===== config.mk =====
export PLATFORM = sky130hd
export DESIGN_NAME = drive_exception_status_bytes
export DESIGN_NICKNAME = d
export VERILOG_FILES = /design/src/include/exc_status_pkg.sv /design/src/include/flag_bank_if.sv /design/src/verilog/sticky_flag_bank.sv /design/src/verilog/drive_exception_status_bytes.sv
export SDC_FILE = /design/constraint.sdc
export NUM_CORES = 1
export LEC_CHECK = 0
export CORE_MARGIN = 4
export CORE_UTILIZATION = 55
export CTS_BUF_LIST = sky130_fd_sc_hd__clkbuf_16
export DETAILED_ROUTE_END_ITERATION = 7
export DONT_BUFFER_PORTS = 1
export GPL_TIMING_DRIVEN = 1
export PLACE_DENSITY = 0.69
export SYNTH_ARGS = -nofsm -noshare
export SYNTH_HDL_FRONTEND = slang
export SYNTH_HIERARCHICAL = 1
export SYNTH_SLANG_ARGS = --single-unit

===== constraint.sdc =====
create_clock -name sys_clk -period 3.2 [get_ports sys_clk]
set_input_delay 0.48 -clock sys_clk [delete_from_list [all_inputs] [get_ports sys_clk]]
set_output_delay 0.48 -clock sys_clk [all_outputs]
set_load 0.02 [all_outputs]

===== src/include/exc_status_pkg.sv =====
// Constants for the drive exception status bytes and the status response block.
// Assumes a single 50 MHz drive clock and byte-wide status storage.
package exc_status_pkg;

  // ==========================================================================
  // Block shape
  localparam int unsigned BYTE_W        = 8;
  localparam int unsigned BLOCK_BYTES   = 8;
  localparam int unsigned IDX_W         = 3;
  localparam logic [7:0]  RD_STATUS_CODE = 8'h44;

  // ==========================================================================
  // Byte 0 summary bits
  localparam int unsigned B0_BC_EXC     = 5;
  localparam int unsigned B0_UNSOL      = 6;
  localparam int unsigned B0_RESP_TYPE  = 7;

  // ==========================================================================
  // Byte 2: bus control exceptions
  localparam int unsigned B2_LATE       = 3;
  localparam int unsigned B2_CONTEXT    = 4;
  localparam int unsigned B2_UNSUPP     = 5;
  localparam int unsigned B2_BAD_PARAM  = 6;
  localparam int unsigned B2_BAD_CODE   = 7;

  // ==========================================================================
  // Byte 3: drive hardware faults
  localparam int unsigned B3_TEMP       = 1;
  localparam int unsigned B3_VOLT       = 2;
  localparam int unsigned B3_HEAD_SEL   = 5;
  localparam int unsigned B3_OFF_CYL    = 6;
  localparam int unsigned B3_SPEED      = 7;

  // ==========================================================================
  // Byte 4: write command faults
  localparam int unsigned B4_STROBE     = 3;
  localparam int unsigned B4_OFFSET     = 4;
  localparam int unsigned B4_NO_DATA    = 5;
  localparam int unsigned B4_WPROT      = 7;

  // ==========================================================================
  // Byte 5: internal diagnostics
  localparam int unsigned B5_DIAG_OFF   = 5;
  localparam int unsigned B5_DIAG_INC   = 6;
  localparam int unsigned B5_DIAG_ERR   = 7;

  // ==========================================================================
  // Reset values and timing
  localparam logic [7:0]  FLAGS_RST     = 8'h00;
  localparam int unsigned CLK_MHZ       = 50;
  localparam int unsigned WR_DATA_WAIT_US = 200;
  localparam int unsigned WR_DATA_WAIT_CYC = WR_DATA_WAIT_US * CLK_MHZ;
  localparam int unsigned HEAD_ADDR_W   = 5;
  localparam int unsigned NUM_HEADS     = 9;

endpackage


===== src/include/flag_bank_if.sv =====
// Carrier between the status assembler and its sticky flag banks.
// Assumes one byte of flags per instance, all on the drive clock.
`timescale 1ns/100ps
interface flag_bank_if;
  logic [7:0] set;
  logic [7:0] clr;
  logic [7:0] q;
  modport bank (input set, input clr, output q);
  modport user (output set, output clr, input q);
endinterface


===== src/verilog/sticky_flag_bank.sv =====
// One byte of sticky status flags with per-bit set and clear.
// Assumes set and clear are single-clock pulses or levels from the same domain.
`timescale 1ns/100ps
module sticky_flag_bank (
  // Clock and reset
  input  wire logic       sys_clk,
  input  wire logic       rst,
  // Flag carrier
  flag_bank_if.bank       fb
);

  logic [7:0] flags_ff;
  logic [7:0] nxt_flags;

  // A set in the same cycle as a clear wins, so no event is lost.
  assign nxt_flags = (flags_ff & ~fb.clr) | fb.set;
  assign fb.q      = flags_ff;

  always_ff @(posedge sys_clk or posedge rst) begin
    if (rst) begin
      flags_ff <= exc_status_pkg::FLAGS_RST;
    end else begin
      flags_ff <= nxt_flags;
    end
  end

endmodule


===== src/verilog/drive_exception_status_bytes.sv =====
// Drive exception status bytes 2 to 5 and the 8-byte status response stream.
// Assumes command decode, servo and diagnostic logic share sys_clk; the
// temperature and voltage monitors are asynchronous pins.
//
// Contract
// Late bus control command sets byte2 bit3
// Conflicting bus control command sets byte2 bit4
// Unimplemented bus control command sets byte2 bit5
// Invalid command parameter sets byte2 bit6
// Invalid command code sets byte2 bit7
// Overtemperature sets byte3 bit1
// Supply out of range sets byte3 bit2
// Invalid head selection sets byte3 bit5
// Seek miss or off-cylinder sets byte3 bit6
// Spin-up or speed loss sets byte3 bit7
// Write under strobe shift sets byte4 bit3
// Write with heads offset sets byte4 bit4
// Accepted write without data sets byte4 bit5
// Write while protected sets byte4 bit7
// Diagnostics disabled sets byte5 bit5
// Diagnostic not executed sets byte5 bit6
// Diagnostic error sets byte5 bit7
// Unused bits of bytes 2-5 read zero
// Read-status code returns the 8-byte block
// Any command rejection sets byte0 bit5
// Byte0 bit7 always zero
`timescale 1ns/100ps
module drive_exception_status_bytes #(
  parameter int unsigned WR_DATA_WAIT_CYC = exc_status_pkg::WR_DATA_WAIT_CYC,
  parameter int unsigned NUM_HEADS        = exc_status_pkg::NUM_HEADS
) (
  // Clock and reset
  input  wire logic       sys_clk,
  input  wire logic       rst,
  // Bus control commands from the drive bus decoder
  input  wire logic       cmd_strobe,
  input  wire logic [7:0] cmd_code,
  input  wire logic       rej_late,
  input  wire logic       rej_conflict,
  input  wire logic       rej_unsupported,
  input  wire logic       rej_bad_param,
  input  wire logic       rej_bad_code,
  // Hardware monitors, asynchronous pins
  input  wire logic       overtemp_pin,
  input  wire logic       volt_fault_pin,
  // Servo and spindle events
  input  wire logic       head_sel_strobe,
  input  wire logic [4:0] head_sel_addr,
  input  wire logic       off_cyl_event,
  input  wire logic       speed_event,
  input  wire logic       fault_clr,
  // Write path
  input  wire logic       wr_cmd,
  input  wire logic       strobe_shift_on,
  input  wire logic       head_offset_on,
  input  wire logic       write_protect_on,
  input  wire logic       wr_data_start,
  // Diagnostics
  input  wire logic       diag_disable,
  input  wire logic       diag_start,
  input  wire logic       diag_incomplete,
  input  wire logic       diag_error,
  // Other bytes of the block, kept elsewhere
  input  wire logic [7:0] summary_byte_in,
  input  wire logic [7:0] unsol_byte_in,
  input  wire logic [7:0] head_err_byte_in,
  input  wire logic [7:0] data_exc_byte_in,
  // Status response stream
  output logic            stat_valid_ff,
  output logic [7:0]      stat_byte_ff,
  output logic [2:0]      stat_index_ff,
  output logic            stat_last_ff,
  output logic            stat_busy_ff,
  output logic            bc_exception_ff
);

  // ==========================================================================
  // Flag banks, one per exception byte
  // Each exception byte is a bank of sticky flags. A set in the same cycle as
  // its clear wins, so an event is never lost to a clear.
  flag_bank_if bc_fb ();
  flag_bank_if hw_fb ();
  flag_bank_if wr_fb ();
  flag_bank_if dg_fb ();

  sticky_flag_bank u_bc_bank (.sys_clk(sys_clk), .rst(rst), .fb(bc_fb));
  sticky_flag_bank u_hw_bank (.sys_clk(sys_clk), .rst(rst), .fb(hw_fb));
  sticky_flag_bank u_wr_bank (.sys_clk(sys_clk), .rst(rst), .fb(wr_fb));
  sticky_flag_bank u_dg_bank (.sys_clk(sys_clk), .rst(rst), .fb(dg_fb));

  // ==========================================================================
  // Monitor pin synchronisers
  logic [1:0] mon_meta_ff;
  logic [1:0] mon_sync_ff;

  always_ff @(posedge sys_clk or posedge rst) begin
    if (rst) begin
      mon_meta_ff <= 2'h0;
      mon_sync_ff <= 2'h0;
    end else begin
      mon_meta_ff <= {volt_fault_pin, overtemp_pin};
      mon_sync_ff <= mon_meta_ff;
    end
  end

  // Only the second stage is read, since the first may still be settling.
  wire overtemp_sync = mon_sync_ff[0];
  wire volt_sync     = mon_sync_ff[1];

  // ==========================================================================
  // Command decode
  wire is_rd_status  = cmd_strobe && (cmd_code == exc_status_pkg::RD_STATUS_CODE);
  // A new command other than read-status replaces the cause of the last one,
  // so reading status never wipes the cause it is meant to report.
  wire bc_new_cmd    = cmd_strobe && !is_rd_status;

  // ==========================================================================
  // Byte 2: bus control exceptions
  // Rejection causes come from the bus decoder with the command they describe.
  logic [7:0] bc_set;
  always_comb begin
    bc_set = 8'h00;
    bc_set[exc_status_pkg::B2_LATE]      = rej_late;
    bc_set[exc_status_pkg::B2_CONTEXT]   = rej_conflict;
    bc_set[exc_status_pkg::B2_UNSUPP]    = rej_unsupported;
    bc_set[exc_status_pkg::B2_BAD_PARAM] = rej_bad_param;
    bc_set[exc_status_pkg::B2_BAD_CODE]  = rej_bad_code;
  end
  assign bc_fb.set = bc_set;
  assign bc_fb.clr = {8{bc_new_cmd}};

  // ==========================================================================
  // Byte 3: drive hardware faults
  // Heads are numbered from zero, so an address at or above the head count
  // is a selection that this drive cannot honour.
  wire head_sel_bad = head_sel_strobe &&
                      ({27'h0, head_sel_addr} >= 32'(NUM_HEADS));
  logic [7:0] hw_set;
  always_comb begin
    hw_set = 8'h00;
    hw_set[exc_status_pkg::B3_TEMP]     = overtemp_sync;
    hw_set[exc_status_pkg::B3_VOLT]     = volt_sync;
    hw_set[exc_status_pkg::B3_HEAD_SEL] = head_sel_bad;
    hw_set[exc_status_pkg::B3_OFF_CYL]  = off_cyl_event;
    hw_set[exc_status_pkg::B3_SPEED]    = speed_event;
  end
  assign hw_fb.set = hw_set;
  // A monitor pin that is still high sets its bit again at once, so a clear
  // only sticks once the condition has gone away.
  assign hw_fb.clr = {8{fault_clr}};

  // ==========================================================================
  // Byte 4: write command faults and write data watchdog
  wire wr_refused  = strobe_shift_on || head_offset_on || write_protect_on;
  wire wr_accepted = wr_cmd && !wr_refused;

  // Each refusal reason is reported against the command that met it.
  wire wr_strobe_fault = wr_cmd && strobe_shift_on;
  wire wr_offset_fault = wr_cmd && head_offset_on;
  wire wr_prot_fault   = wr_cmd && write_protect_on;

  // The wait counter is 16 bits wide, which is plenty for the default wait;
  // a longer wait would be cut short, the price of a small counter.
  logic [15:0] wr_wait_ff;
  logic        wr_pend_ff;
  logic        wr_timeout;
  logic [15:0] nxt_wr_wait;
  logic        nxt_wr_pend;

  // Data that starts in the very cycle the wait runs out still counts as
  // arrived, so a late but honest transfer is not flagged.
  assign wr_timeout = wr_pend_ff && (wr_wait_ff == 16'h0001) && !wr_data_start;

  always_comb begin
    nxt_wr_wait = wr_wait_ff;
    nxt_wr_pend = wr_pend_ff;
    if (wr_accepted) begin
      nxt_wr_wait = 16'(WR_DATA_WAIT_CYC);
      nxt_wr_pend = 1'b1;
    end else if (wr_pend_ff && (wr_data_start || wr_timeout)) begin
      nxt_wr_pend = 1'b0;
    end else if (wr_pend_ff) begin
      nxt_wr_wait = wr_wait_ff - 16'h0001;
    end
  end

  always_ff @(posedge sys_clk or posedge rst) begin
    if (rst) begin
      wr_wait_ff <= 16'h0000;
      wr_pend_ff <= 1'b0;
    end else begin
      wr_wait_ff <= nxt_wr_wait;
      wr_pend_ff <= nxt_wr_pend;
    end
  end

  logic [7:0] wr_set;
  always_comb begin
    wr_set = 8'h00;
    wr_set[exc_status_pkg::B4_STROBE]  = wr_strobe_fault;
    wr_set[exc_status_pkg::B4_OFFSET]  = wr_offset_fault;
    wr_set[exc_status_pkg::B4_NO_DATA] = wr_timeout;
    wr_set[exc_status_pkg::B4_WPROT]   = wr_prot_fault;
  end
  assign wr_fb.set = wr_set;
  // Each write command restarts the write fault picture.
  assign wr_fb.clr = {8{wr_cmd || fault_clr}};

  // ==========================================================================
  // Byte 5: diagnostics
  // The disable bit mirrors its level one cycle late: its clear is the
  // inverse of the level. A diagnostic start clears the old result, but a
  // result reported in the same cycle still wins.
  logic [7:0] dg_set;
  logic [7:0] dg_clr;
  always_comb begin
    dg_set = 8'h00;
    dg_clr = 8'h00;
    dg_set[exc_status_pkg::B5_DIAG_OFF] = diag_disable;
    dg_clr[exc_status_pkg::B5_DIAG_OFF] = !diag_disable;
    dg_set[exc_status_pkg::B5_DIAG_INC] = diag_incomplete;
    dg_clr[exc_status_pkg::B5_DIAG_INC] = diag_start;
    dg_set[exc_status_pkg::B5_DIAG_ERR] = diag_error;
    dg_clr[exc_status_pkg::B5_DIAG_ERR] = diag_start;
  end
  assign dg_fb.set = dg_set;
  assign dg_fb.clr = dg_clr;

  // ==========================================================================
  // Status block assembly
  // Bits 7 and 5 of byte 0 are owned here; the rest come from outside.
  wire       bc_any = |bc_fb.q;
  wire [7:0] byte0  = {1'b0,
                       summary_byte_in[exc_status_pkg::B0_UNSOL],
                       bc_any,
                       summary_byte_in[4:0]};

  logic [7:0] blk [exc_status_pkg::BLOCK_BYTES];
  always_comb begin
    blk[0] = byte0;
    blk[1] = unsol_byte_in;
    blk[2] = bc_fb.q;
    blk[3] = hw_fb.q;
    blk[4] = wr_fb.q;
    blk[5] = dg_fb.q;
    blk[6] = head_err_byte_in;
    blk[7] = data_exc_byte_in;
  end

  always_ff @(posedge sys_clk or posedge rst) begin
    if (rst) begin
      bc_exception_ff <= 1'b0;
    end else begin
      bc_exception_ff <= bc_any;
    end
  end

  // ==========================================================================
  // Status response stream
  // The block is frozen when the read is taken so the eight bytes are one
  // consistent picture even while faults keep arriving.
  typedef enum logic [0:0] {
    ST_IDLE = 1'b0,
    ST_SEND = 1'b1
  } stream_e;

  stream_e    state_ff;
  stream_e    nxt_state;
  logic [7:0] snap_ff [exc_status_pkg::BLOCK_BYTES];
  logic [2:0] cnt_ff;
  logic [2:0] nxt_cnt;

  // A read-status that arrives while a block is still streaming is dropped;
  // the sequencer must wait for the last byte before asking again.
  wire take_read = is_rd_status && (state_ff == ST_IDLE);
  wire last_byte = (cnt_ff == 3'(exc_status_pkg::BLOCK_BYTES - 1));

  always_comb begin
    nxt_state = state_ff;
    nxt_cnt   = cnt_ff;
    unique case (state_ff)
      ST_IDLE: begin
        nxt_cnt = 3'h0;
        if (take_read) begin
          nxt_state = ST_SEND;
        end
      end
      ST_SEND: begin
        nxt_cnt = cnt_ff + 3'h1;
        if (last_byte) begin
          nxt_state = ST_IDLE;
        end
      end
    endcase
  end

  always_ff @(posedge sys_clk or posedge rst) begin
    if (rst) begin
      state_ff <= ST_IDLE;
      cnt_ff   <= 3'h0;
    end else begin
      state_ff <= nxt_state;
      cnt_ff   <= nxt_cnt;
    end
  end

  always_ff @(posedge sys_clk or posedge rst) begin
    if (rst) begin
      for (int i = 0; i < exc_status_pkg::BLOCK_BYTES; i++) begin
        snap_ff[i] <= 8'h00;
      end
    end else if (take_read) begin
      for (int i = 0; i < exc_status_pkg::BLOCK_BYTES; i++) begin
        snap_ff[i] <= blk[i];
      end
    end
  end

  wire sending = (state_ff == ST_SEND);

  // Busy follows the next state, so it rises the cycle after the read is
  // taken and falls on the edge that puts out the last byte.
  wire       nxt_stat_valid = sending;
  wire [7:0] nxt_stat_byte  = sending ? snap_ff[cnt_ff] : 8'h00;
  wire [2:0] nxt_stat_index = sending ? cnt_ff : 3'h0;
  wire       nxt_stat_last  = sending && last_byte;
  wire       nxt_stat_busy  = (nxt_state == ST_SEND);

  always_ff @(posedge sys_clk or posedge rst) begin
    if (rst) begin
      stat_valid_ff <= 1'b0;
      stat_byte_ff  <= 8'h00;
      stat_index_ff <= 3'h0;
      stat_last_ff  <= 1'b0;
      stat_busy_ff  <= 1'b0;
    end else begin
      stat_valid_ff <= nxt_stat_valid;
      stat_byte_ff  <= nxt_stat_byte;
      stat_index_ff <= nxt_stat_index;
      stat_last_ff  <= nxt_stat_last;
      stat_busy_ff  <= nxt_stat_busy;
    end
  end

endmodule


==> impl_metrics.tcl, run 1 <==
set metrics [dict create \
    synth_cell_types 39 \
    tns_ns 0 \
    drive_gt1_share_pct 24.6 \
    placed_cells 571 \
    synthMostInstantiatedCell "dfrtp_1" \
    avgViaCountPerCell 5.59 \
    synth_area_per_cell_sq_um 13.3 \
    net-switching-power_w 0.000912 \
    relSlewSlack_pct 34.4 \
    drt_iter0_drc 158 \
    clkPwrFrac_pct 49.5 \
    yosys-top-cells-count "dfrtp_1, mux2_2, inv_1, a21o_1, nor2_1" \
    worstReg2RegEnd "wr_wait_ff[7]" \
    cp_slowest_stage_delay_ns 0.61 \
    crit_required_ns 3.53 \
    synth.top_cell.area_share_pct 58.9 \
    finClkSkew_ns 0.00660 \
    yosysSeqAreaShare_pct 58.9 \
    ant_nets 0 \
    clkSinkCount 134 \
    ys_async_sr_fraction_pct 100 \
    h-tree-depth 4 \
    powerDensity_nw_per_um2 650 \
    initial_core_util_pct 57.4 \
    combPwrFrac_pct 6.1 \
    power.internal_w 0.00337 \
    ys_top_cells_by_area "dfrtp_1, mux2_2, mux4_2" \
    ff2ff_setup_slack_ns 1.06 \
    port_buffers 0 \
    max_cap_viol_count 0 \
    p_leak_nw 3.24 \
    sw_frac_of_total_pct 21.3 \
    cp_cell_sequence "inv_1 -> ha_1 -> nor4bb_1 -> and4_1 -> o21ai_0 -> a21oi_1" \
    synthToLayoutAreaGrowth_pct 15.7 \
    synth_cells 429 \
    die_area_sq_um 12000 \
    cts_inserted_buffers 17 \
    globalRouteTotalUtil_pct 20.8 \
    synth_ff_type "dfrtp_1" \
    worst_pin_slew_ns 0.975 \
    yosys.area.top_type "dfrtp_1" \
    worst_slack_ns 1.06 \
    die_height_microns 110 \
    dr.pass1.iters 4 \
    worstSetupStartpointType "flip-flop" \
    ctsResizeCount 0 \
    fin_util_pct 66.5 \
    cpMaxStageDelayCell "and4_1" \
    vdd_ir_drop_max_uv 791 \
    drv_slew 0 \
    fin_cells 604 \
    nets 530 \
    root_buffer "clkbuf_16" \
    clock_path_buffers 2 \
    r2r_cells 6 \
    ioPinCount 83 \
    synth_edf_count 0 \
    grt_overflow 0 \
    antenna_found_initial 2 \
    worst-path-max-fanout 15 \
    rsz0062_at_grt "false" \
    whs_ns 0.0913 \
    grt_pass1_vias 3524 \
    grt_start_max_net_pins 65 \
    crit_type "reg -> reg" \
    rows 36 \
    path_clk_slew_ns 0.06 \
    clkLatencyLatePin_ns 0.41 \
    seqPwrFrac_pct 44.4 \
    syn_area_sq_um 5690 \
    period_needed_ns 2.14 \
    gp_congestion 0.842 \
    wl_microns 11300 \
    regToRegStartpoint "wr_wait_ff[1]" \
    fmaxAchievable_mhz 466 \
    hp-class "in -> async" \
    cts_tree "yes" \
    status "completed" \
    antenna_cells 0 \
    place_hpwl_microns 7650 \
    setup_violations 0 \
    drc 0 \
    ys_warn_count 6 \
    endpoint_kind "flip-flop" \
    fin_crit_sh_pct 67.0 \
    grt_pass1_wl_microns 18300 \
    wl_per_cell_microns 18.8 \
    hold_violations 0 \
    core_area_sq_um 9910 \
    synth-seq-cells 134 \
    dpl_worst_slack_ns 1.13 \
    die-width_microns 110 \
    worstPathArrival_ns 2.47 \
    via_count 3374 \
]
[stage by stage]
step / power [W] / cell area [sq um]
3_5_place_dp: 0.00219 / 5930
6_report: 0.00428 / 6590
4_1_cts: 0.00432 / 6590
3_3_place_gp: 0.00217 / 5930
5_1_grt: 0.00446 / 6590
2_1_floorplan: 0.00211 / 5760
[flip-flops by register name, summed over array words and instances (netlist names)]
signal	count
wr_pend_ff	1
snap_ff	63
wr_wait_ff	16
u_dg_bank/fb.q	8
stat_valid_ff	1
mon_sync_ff	2
bc_exception_ff	1
u_bc_bank/fb.q	8
u_hw_bank/fb.q	8
cnt_ff	3
stat_last_ff	1
u_wr_bank/fb.q	8
stat_index_ff	3
stat_byte_ff	8
stat_busy_ff	1
mon_meta_ff	2
[how the worst max path moves through the flow]
stage	startpoint	to	slack, ns	cells past startpoint
floorplan	rst	bc_exception_ff	0.04	1
detailed placement	wr_wait_ff[1]	wr_wait_ff[7]	1.13	6
finish	wr_wait_ff[1]	wr_wait_ff[7]	1.06	6
global placement	wr_wait_ff[1]	wr_wait_ff[15]	1.17	6
CTS	wr_wait_ff[1]	wr_wait_ff[7]	1.09	6
global route	wr_wait_ff[1]	wr_wait_ff[7]	0.84	6
[worst max-delay path, delay by kind of cell (launching register included)]
| kind | cells | cell delay [ns] |
|---|---|---|
| fa+ha+maj | 1 | 0.14 |
| flops | 1 | 0.41 |
| compound gates | 2 | 0.33 |
| simple gates | 2 | 1.09 |
| buf+inv | 1 | 0.09 |
[area by class of cell]
type                            instances  area (sq um)
Sequential cell                       134          3350
Multi-Input combinational cell        258          2200
Clock buffer                           17           425
Timing Repair Buffer                    5          65.1
Fill cell                             715          3320
Tap cell                              133           166
Inverter                               42           160
Clock inverter                         15           220
[per-layer routing]
layer / track usage [%] / share of wire (%)
met1: 27.5 / 43
met2: 31.6 / 49
met4: 8.10 / 1.6
met3: 7.57 / 6.0
met5: 0 / 0.12
[power groups by stage]
| stage | clock network [W] | registers, W | logic (W) |
|---|---|---|---|
| after floorplan | 0 | 0.00189 | 0.000218 |
| after global placement | 0 | 0.00192 | 0.000250 |
| after detailed placement | 0 | 0.00193 | 0.000263 |
| after CTS | 0.00215 | 0.00190 | 0.000267 |
| after global routing | 0.00224 | 0.00191 | 0.000300 |
| final | 0.00212 | 0.00190 | 0.000262 |
[cell families after synthesis]
kind of cell / Yosys count / synth area share [%]
mux: 91 / 20.7
fa+ha+maj: 4 / 0.879
buf+inv: 56 / 3.76
other cells: 1 / 0.0659
flops: 134 / 58.9
compound gates: 59 / 7.08
simple gates: 84 / 8.60
[placed cells by master, fill, tap and decap left out, types with 4 or more instances in the layout]
master and instances:
dfrtp_1 134, mux2_2 64, inv_1 46, a21o_1 32, nor2_1 21, conb_1 20
clkbuf_16 17, mux4_2 15, mux2i_1 12, and2_1 10, o21ai_0 9, nor4_1 8
a21oi_1 8, nand2_1 7, bufinv_16 6, nor4b_1 5, nand2b_1 5, nand3_1 4
or4_1 4, ha_1 4
[timing repair]
| action | 4_1_cts | 5_1_grt |
|---|---|---|
| hold buffers | 1 | 0 |
| setup endpoints to repair | 0 | 0 |
| hold endpoints to repair | 32 | 0 |
| setup buffers | 0 | 0 |
Note: power is estimated with default switching activity, not from simulation.
==> run 2, diff against run 1 <==
PLACE_DENSITY = 0.66   (was 0.69)
clock period = 2.15 ns   (was 3.2 ns; I/O delays follow)
==> run 2 against run 1 <==
  * Core utilization grew 1.7 points
  * Clock skew grew 0.0022 ns
  * Fmax increased by 7.9%
  * Critical path type unchanged
  * Largest cell class unchanged
==> impl_metrics.tcl, run 2 (synthesis gave the netlist of run 1 again) <==
set metrics [dict create \
    status "completed" \
    fmaxAchievable_mhz 503 \
    place_hpwl_microns 7800 \
    path_clk_slew_ns 0.06 \
    worstSetupStartpointType "flip-flop" \
    top_register "snap_ff" \
    endpoint_kind "flip-flop" \
    die_height_microns 110 \
    drc 0 \
    crit_required_ns 2.43 \
    wl_microns 11400 \
    worst-path-max-fanout 8 \
    crit_type "reg -> reg" \
    avgViaCountPerCell 5.50 \
    h-tree-depth 4 \
    finClkSkew_ns 0.00880 \
    vdd_ir_drop_max_uv 703 \
    relSlewSlack_pct 27.5 \
    cp_slowest_stage_delay_ns 0.48 \
    clkSinkCount 134 \
    grt_start_max_net_pins 65 \
    ant_nets 0 \
    wl_per_cell_microns 18.3 \
    setup_violations 0 \
    cp_cell_sequence "inv_1 -> ha_1 -> nor4bb_1 -> and4_1 -> buf_4 -> nor4_1 -> mux2i_1" \
    critical_path_buf_inv_count 2 \
    powerDensity_nw_per_um2 953 \
    die-width_microns 110 \
    core_area_sq_um 9910 \
    p_leak_nw 3.30 \
    initial_core_util_pct 57.4 \
    tns_ns 0 \
    ctsResizeCount 0 \
    drt_iter0_drc 157 \
    cts_inserted_buffers 17 \
    design_area_sq_um 6750 \
    fillerInstances 730 \
    dpl_cell_area_sq_um 5990 \
    antenna_cells 0 \
    final_cell_mix "dfrtp_1, mux2_2, inv_1" \
    worst_pin_slew_ns 1.08 \
    grt_overflow 0 \
    rsz0062_at_grt "false" \
    grt_pass1_vias 3692 \
    clkLatencyLatePin_ns 0.41 \
    gp_congestion 0.786 \
    cts_tree "yes" \
    largest_register_ffs 63 \
    root_buffer "clkbuf_16" \
    period_needed_ns 1.99 \
    max_cap_viol_count 0 \
    path_delay_family "simple AND/OR/NAND/NOR gates" \
    worstPathArrival_ns 2.27 \
    antenna_found_initial 1 \
    layout_commonest_cell "dfrtp_1" \
    post-cts-setup-buffers 0 \
    hp-class "in -> reg" \
    cpMaxStageDelayCell "nor4bb_1" \
    die_area_sq_um 12000 \
    hold_violations 0 \
    clock_path_buffers 2 \
    nets 549 \
    drive_gt1_share_pct 26.4 \
    fin_crit_sh_pct 92.5 \
    largestRegisters "snap_ff: 63 flops, wr_wait_ff: 16 flops" \
    synthToLayoutAreaGrowth_pct 18.6 \
    drv_slew 0 \
    whs_ns 0.0138 \
    globalRouteTotalUtil_pct 20.9 \
    dr.pass1.iters 4 \
    port_buffers 0 \
    via_count 3422 \
    ioPinCount 83 \
    grt_pass1_wl_microns 18600 \
    rows 36 \
]
-- run 2: area by class of cell --
class,count,area [sq um],share of cell area [%]
Clock inverter,14,233,3.45
Tap cell,133,166,2.46
Timing Repair Buffer,24,218,3.22
Clock buffer,17,425,6.30
Inverter,42,161,2.39
Sequential cell,134,3350,49.7
Multi-Input combinational cell,258,2200,32.5
-- run 2: per-layer routing --
layer / wire length, microns / vias up / GRT usage (%)
li1: - / 1595 / -
met1: 4870 / 1730 / 27.0
met2: 5680 / 88 / 34.2
met3: 729 / 7 / 7.05
met4: 72 / 2 / 5.43
met5: 7 / - / 0
-- run 2: repair_timing --
item	CTS	global route
setup endpoints to repair	0	0
endpoints found under the hold margin	82	0
hold buffers	10	0
-- run 2: per-stage QoR --
step | setup WS [ns] | power [W] | utilization, % | cells
after detailed placement | 0.168 | 0.00326 | 60.5 | 581
after global placement | 0.238 | 0.00324 | 60.5 | 581
final | 0.162 | 0.00643 | 68.1 | 622
after global routing | 0.0321 | 0.00670 | 68.1 | 622
after CTS | 0.163 | 0.00650 | 68.1 | 622
after floorplan | 0.293 | 0.00314 | - | 448
-- run 2: path summary, 6_finish.rpt --
| check | start | endpoint | slack [ns] | depth (start not counted) |
|---|---|---|---|---|
| worst max-delay path | wr_wait_ff[1] | wr_wait_ff[4] | 0.16 | 7 |
| worst min-delay path | diag_disable | u_dg_bank/fb.q[5] | 0.01 | 1 |
| worst max register to register | wr_wait_ff[1] | wr_wait_ff[4] | 0.16 | 7 |
| worst min register to register | mon_meta_ff[1] | mon_sync_ff[1] | 0.35 | 0 |
| max in group asynchronous | rst | snap_ff[25] | 0.88 | 3 |
| min in group asynchronous | rst | u_bc_bank/fb.q[4] | 0.47 | 2 |
-- run 2: power breakdown --
part	internal (W)	total (W)	leakage, nW	switching (W)
sequential	0.00268	0.00281	1.73	0.000131
clock	0.00216	0.00320	0.310	0.00104
combinational	0.000207	0.000422	1.26	0.000215
==> run 3, diff against run 2 <==
SYNTH_HIERARCHICAL = default   (was 1)
==> run 3 against run 2 <==
  * Sequential power shrank 7.8%
  * Final cell count shrank 15%
  * Final area shrank 10%
  * Sequential cell count shrank 10
  * Count of clock-buffer cells in the layout is the same
  * Clock power shrank 11%
  * Power shrank 9.9%
  * Combinational power shrank 15%
==> impl_metrics.tcl, run 3 <==
set metrics [dict create \
    synth_ff_type "dfrtp_1" \
    endpoint_kind "flip-flop" \
    relSlewSlack_pct 54.1 \
    worstSetupStartpointType "flip-flop" \
    post-cts-setup-buffers 0 \
    hold_violations 0 \
    synth.top_cell.area_share_pct 60.0 \
    ys_top_cells_by_area "dfrtp_1, mux2_2, mux4_2" \
    crit_required_ns 2.49 \
    via_count 3132 \
    max_cap_viol_count 0 \
    drive_gt1_share_pct 27.2 \
    ctsResizeCount 0 \
    hold_path_depth 1 \
    h-tree-depth 4 \
    fin_crit_sh_pct 87.7 \
    grt_overflow 0 \
    period_needed_ns 1.89 \
    cp_cell_sequence "nor4_2 -> nand3_2 -> or4b_1 -> a21oi_1" \
    wl_per_cell_microns 18.9 \
    critical_path_buf_inv_count 0 \
    dpl_cell_area_sq_um 5350 \
    p_leak_nw 2.84 \
    grt_pass1_vias 3218 \
    hp-class "in -> reg" \
    drv_slew 0 \
    die_height_microns 105 \
    finClkSkew_ns 0.00982 \
    tns_ns 0 \
    synth_cell_types 46 \
    ioPinCount 83 \
    worst_pin_slew_ns 0.687 \
    fin_cells 530 \
    antenna_found_initial 1 \
    final_cell_mix "dfrtp_1, mux2_2, nand2_1, o21ai_0, clkbuf_16" \
    synth_fp_nets 458 \
    rsz0062_at_grt "false" \
    synth-seq-cells 124 \
    synth_cells 386 \
    status "completed" \
    place_hpwl_microns 6810 \
    antenna_cells 0 \
    r2r_cells 4 \
    largest_register_ffs 58 \
    ys_warn_count 0 \
    setup_violations 0 \
    grt_start_max_net_pins 61 \
    syn_area_sq_um 5170 \
    grt_pass1_wl_microns 16800 \
    fmaxAchievable_mhz 530 \
    worst-path-max-fanout 8 \
    clkSinkCount 124 \
    globalRouteTotalUtil_pct 20.1 \
    synthMostInstantiatedCell "dfrtp_1" \
    largestRegisters "snap_ff: 58 flops, wr_wait_ff: 16 flops" \
    port_buffers 0 \
    powerDensity_nw_per_um2 956 \
    clock_path_buffers 2 \
    clkLatencyLatePin_ns 0.41 \
    yosysSeqAreaShare_pct 60.0 \
    vdd_ir_drop_max_uv 836 \
    dr.pass1.iters 4 \
    layout_commonest_cell "dfrtp_1" \
    ys_async_sr_fraction_pct 100 \
    root_buffer "clkbuf_16" \
    crit_type "reg -> reg" \
    worstPathArrival_ns 2.22 \
    avgViaCountPerCell 5.91 \
    yosys.area.top_type "dfrtp_1" \
    synthToLayoutAreaGrowth_pct 17.3 \
    wl_microns 10000 \
    placed_cells 487 \
    cts_inserted_buffers 17 \
    path_clk_slew_ns 0.05 \
    core_area_sq_um 9200 \
    design_area_sq_um 6060 \
    yosys-top-cells-count "dfrtp_1, mux2_2, nand2_1, o21ai_0, clkbuf_1" \
    initial_core_util_pct 56.2 \
    synth_area_per_cell_sq_um 13.4 \
    die-width_microns 105 \
    nets 479 \
    cp.depth 4 \
    die_area_sq_um 11000 \
    drt_iter0_drc 157 \
    rows 35 \
    drc 0 \
    synth_edf_count 0 \
    cts_tree "yes" \
    cpMaxStageDelayCell "nor4_2" \
    path_delay_family "simple AND/OR/NAND/NOR gates" \
    top_register "snap_ff" \
    gp_congestion 0.784 \
    fin_util_pct 65.9 \
    cp_slowest_stage_delay_ns 0.51 \
    ant_nets 0 \
    p_total_w 0.00580 \
]
-- run 3: changes by cell type in the layout (fill, tap and decap cells not counted), sizes merged, moves of 6 or more --
cell,delta
mux2i,-6
o21ai,+9
a21o,-21
conb,-20
nor2,-8
mux2,-6
nand2,+11
dfrtp,-10
inv,-29
-- run 3: report_power, final --
group          internal, W  total [W]  switching (W)
sequential         0.00246    0.00259       0.000129
combinational     0.000173   0.000358       0.000184
clock              0.00189    0.00285       0.000953
total              0.00453    0.00580        0.00127
-- run 3: layer usage --
metal	routed length, microns	global-route usage [%]
met5	13	0
met4	131	7.03
met3	524	6.98
met2	4690	29.4
met1	4640	28.0
-- run 3: layout make-up --
cell class | count | area (sq um)
multi-input combinational | 235 | 1960
clock buffer | 17 | 425
fill | 662 | 3130
inverter | 8 | 33.8
timing repair buffer | 21 | 238
sequential | 124 | 3100
tap | 111 | 139
clock inverter | 14 | 164
-- run 3: what timing repair did --
action                     4_1_cts  5_1_grt
hold endpoints to repair        39        0
setup endpoints to repair        0        0
hold buffers                    12        0
-- run 3: final timing paths --
kind,start,end,slack [ns]
max in group asynchronous,rst,snap_ff[29],1.02
hold reg to reg,mon_meta_ff[0],mon_sync_ff[0],0.35
hold / removal,wr_data_start,u_wr_bank.fb.q[5],0.02
min in group asynchronous,rst,snap_ff[34],0.50
setup reg to reg,wr_wait_ff[2],wr_wait_ff[12],0.26
setup / recovery,wr_wait_ff[2],wr_wait_ff[12],0.26
-- run 3: cell families (layout without fill, tap and decap cells) --
| kind of cell | after synthesis | after routing | synth area share (%) |
|---|---|---|---|
| DFF | 124 | 124 | 60.0 |
| and+or+nand+nor | 97 | 97 | 11.4 |
| muxes | 74 | 74 | 18.2 |
| AOI/OAI and AO/OA | 60 | 60 | 7.36 |
| buffers and inverters | 27 | 60 | 2.06 |
| adders and majority gates | 4 | 4 | 0.968 |
-- run 3: stage by stage --
| step | setup slack (ns) | hold slack (ns) |
|---|---|---|
| 6_report | 0.264 | 0.0200 |
| 5_1_grt | 0.0889 | 0.0119 |
| 4_1_cts | 0.263 | 0.00261 |
| 3_5_place_dp | 0.266 | 0.337 |
| 3_3_place_gp | 0.327 | 0.323 |
| 2_1_floorplan | 0.302 | 0.331 |
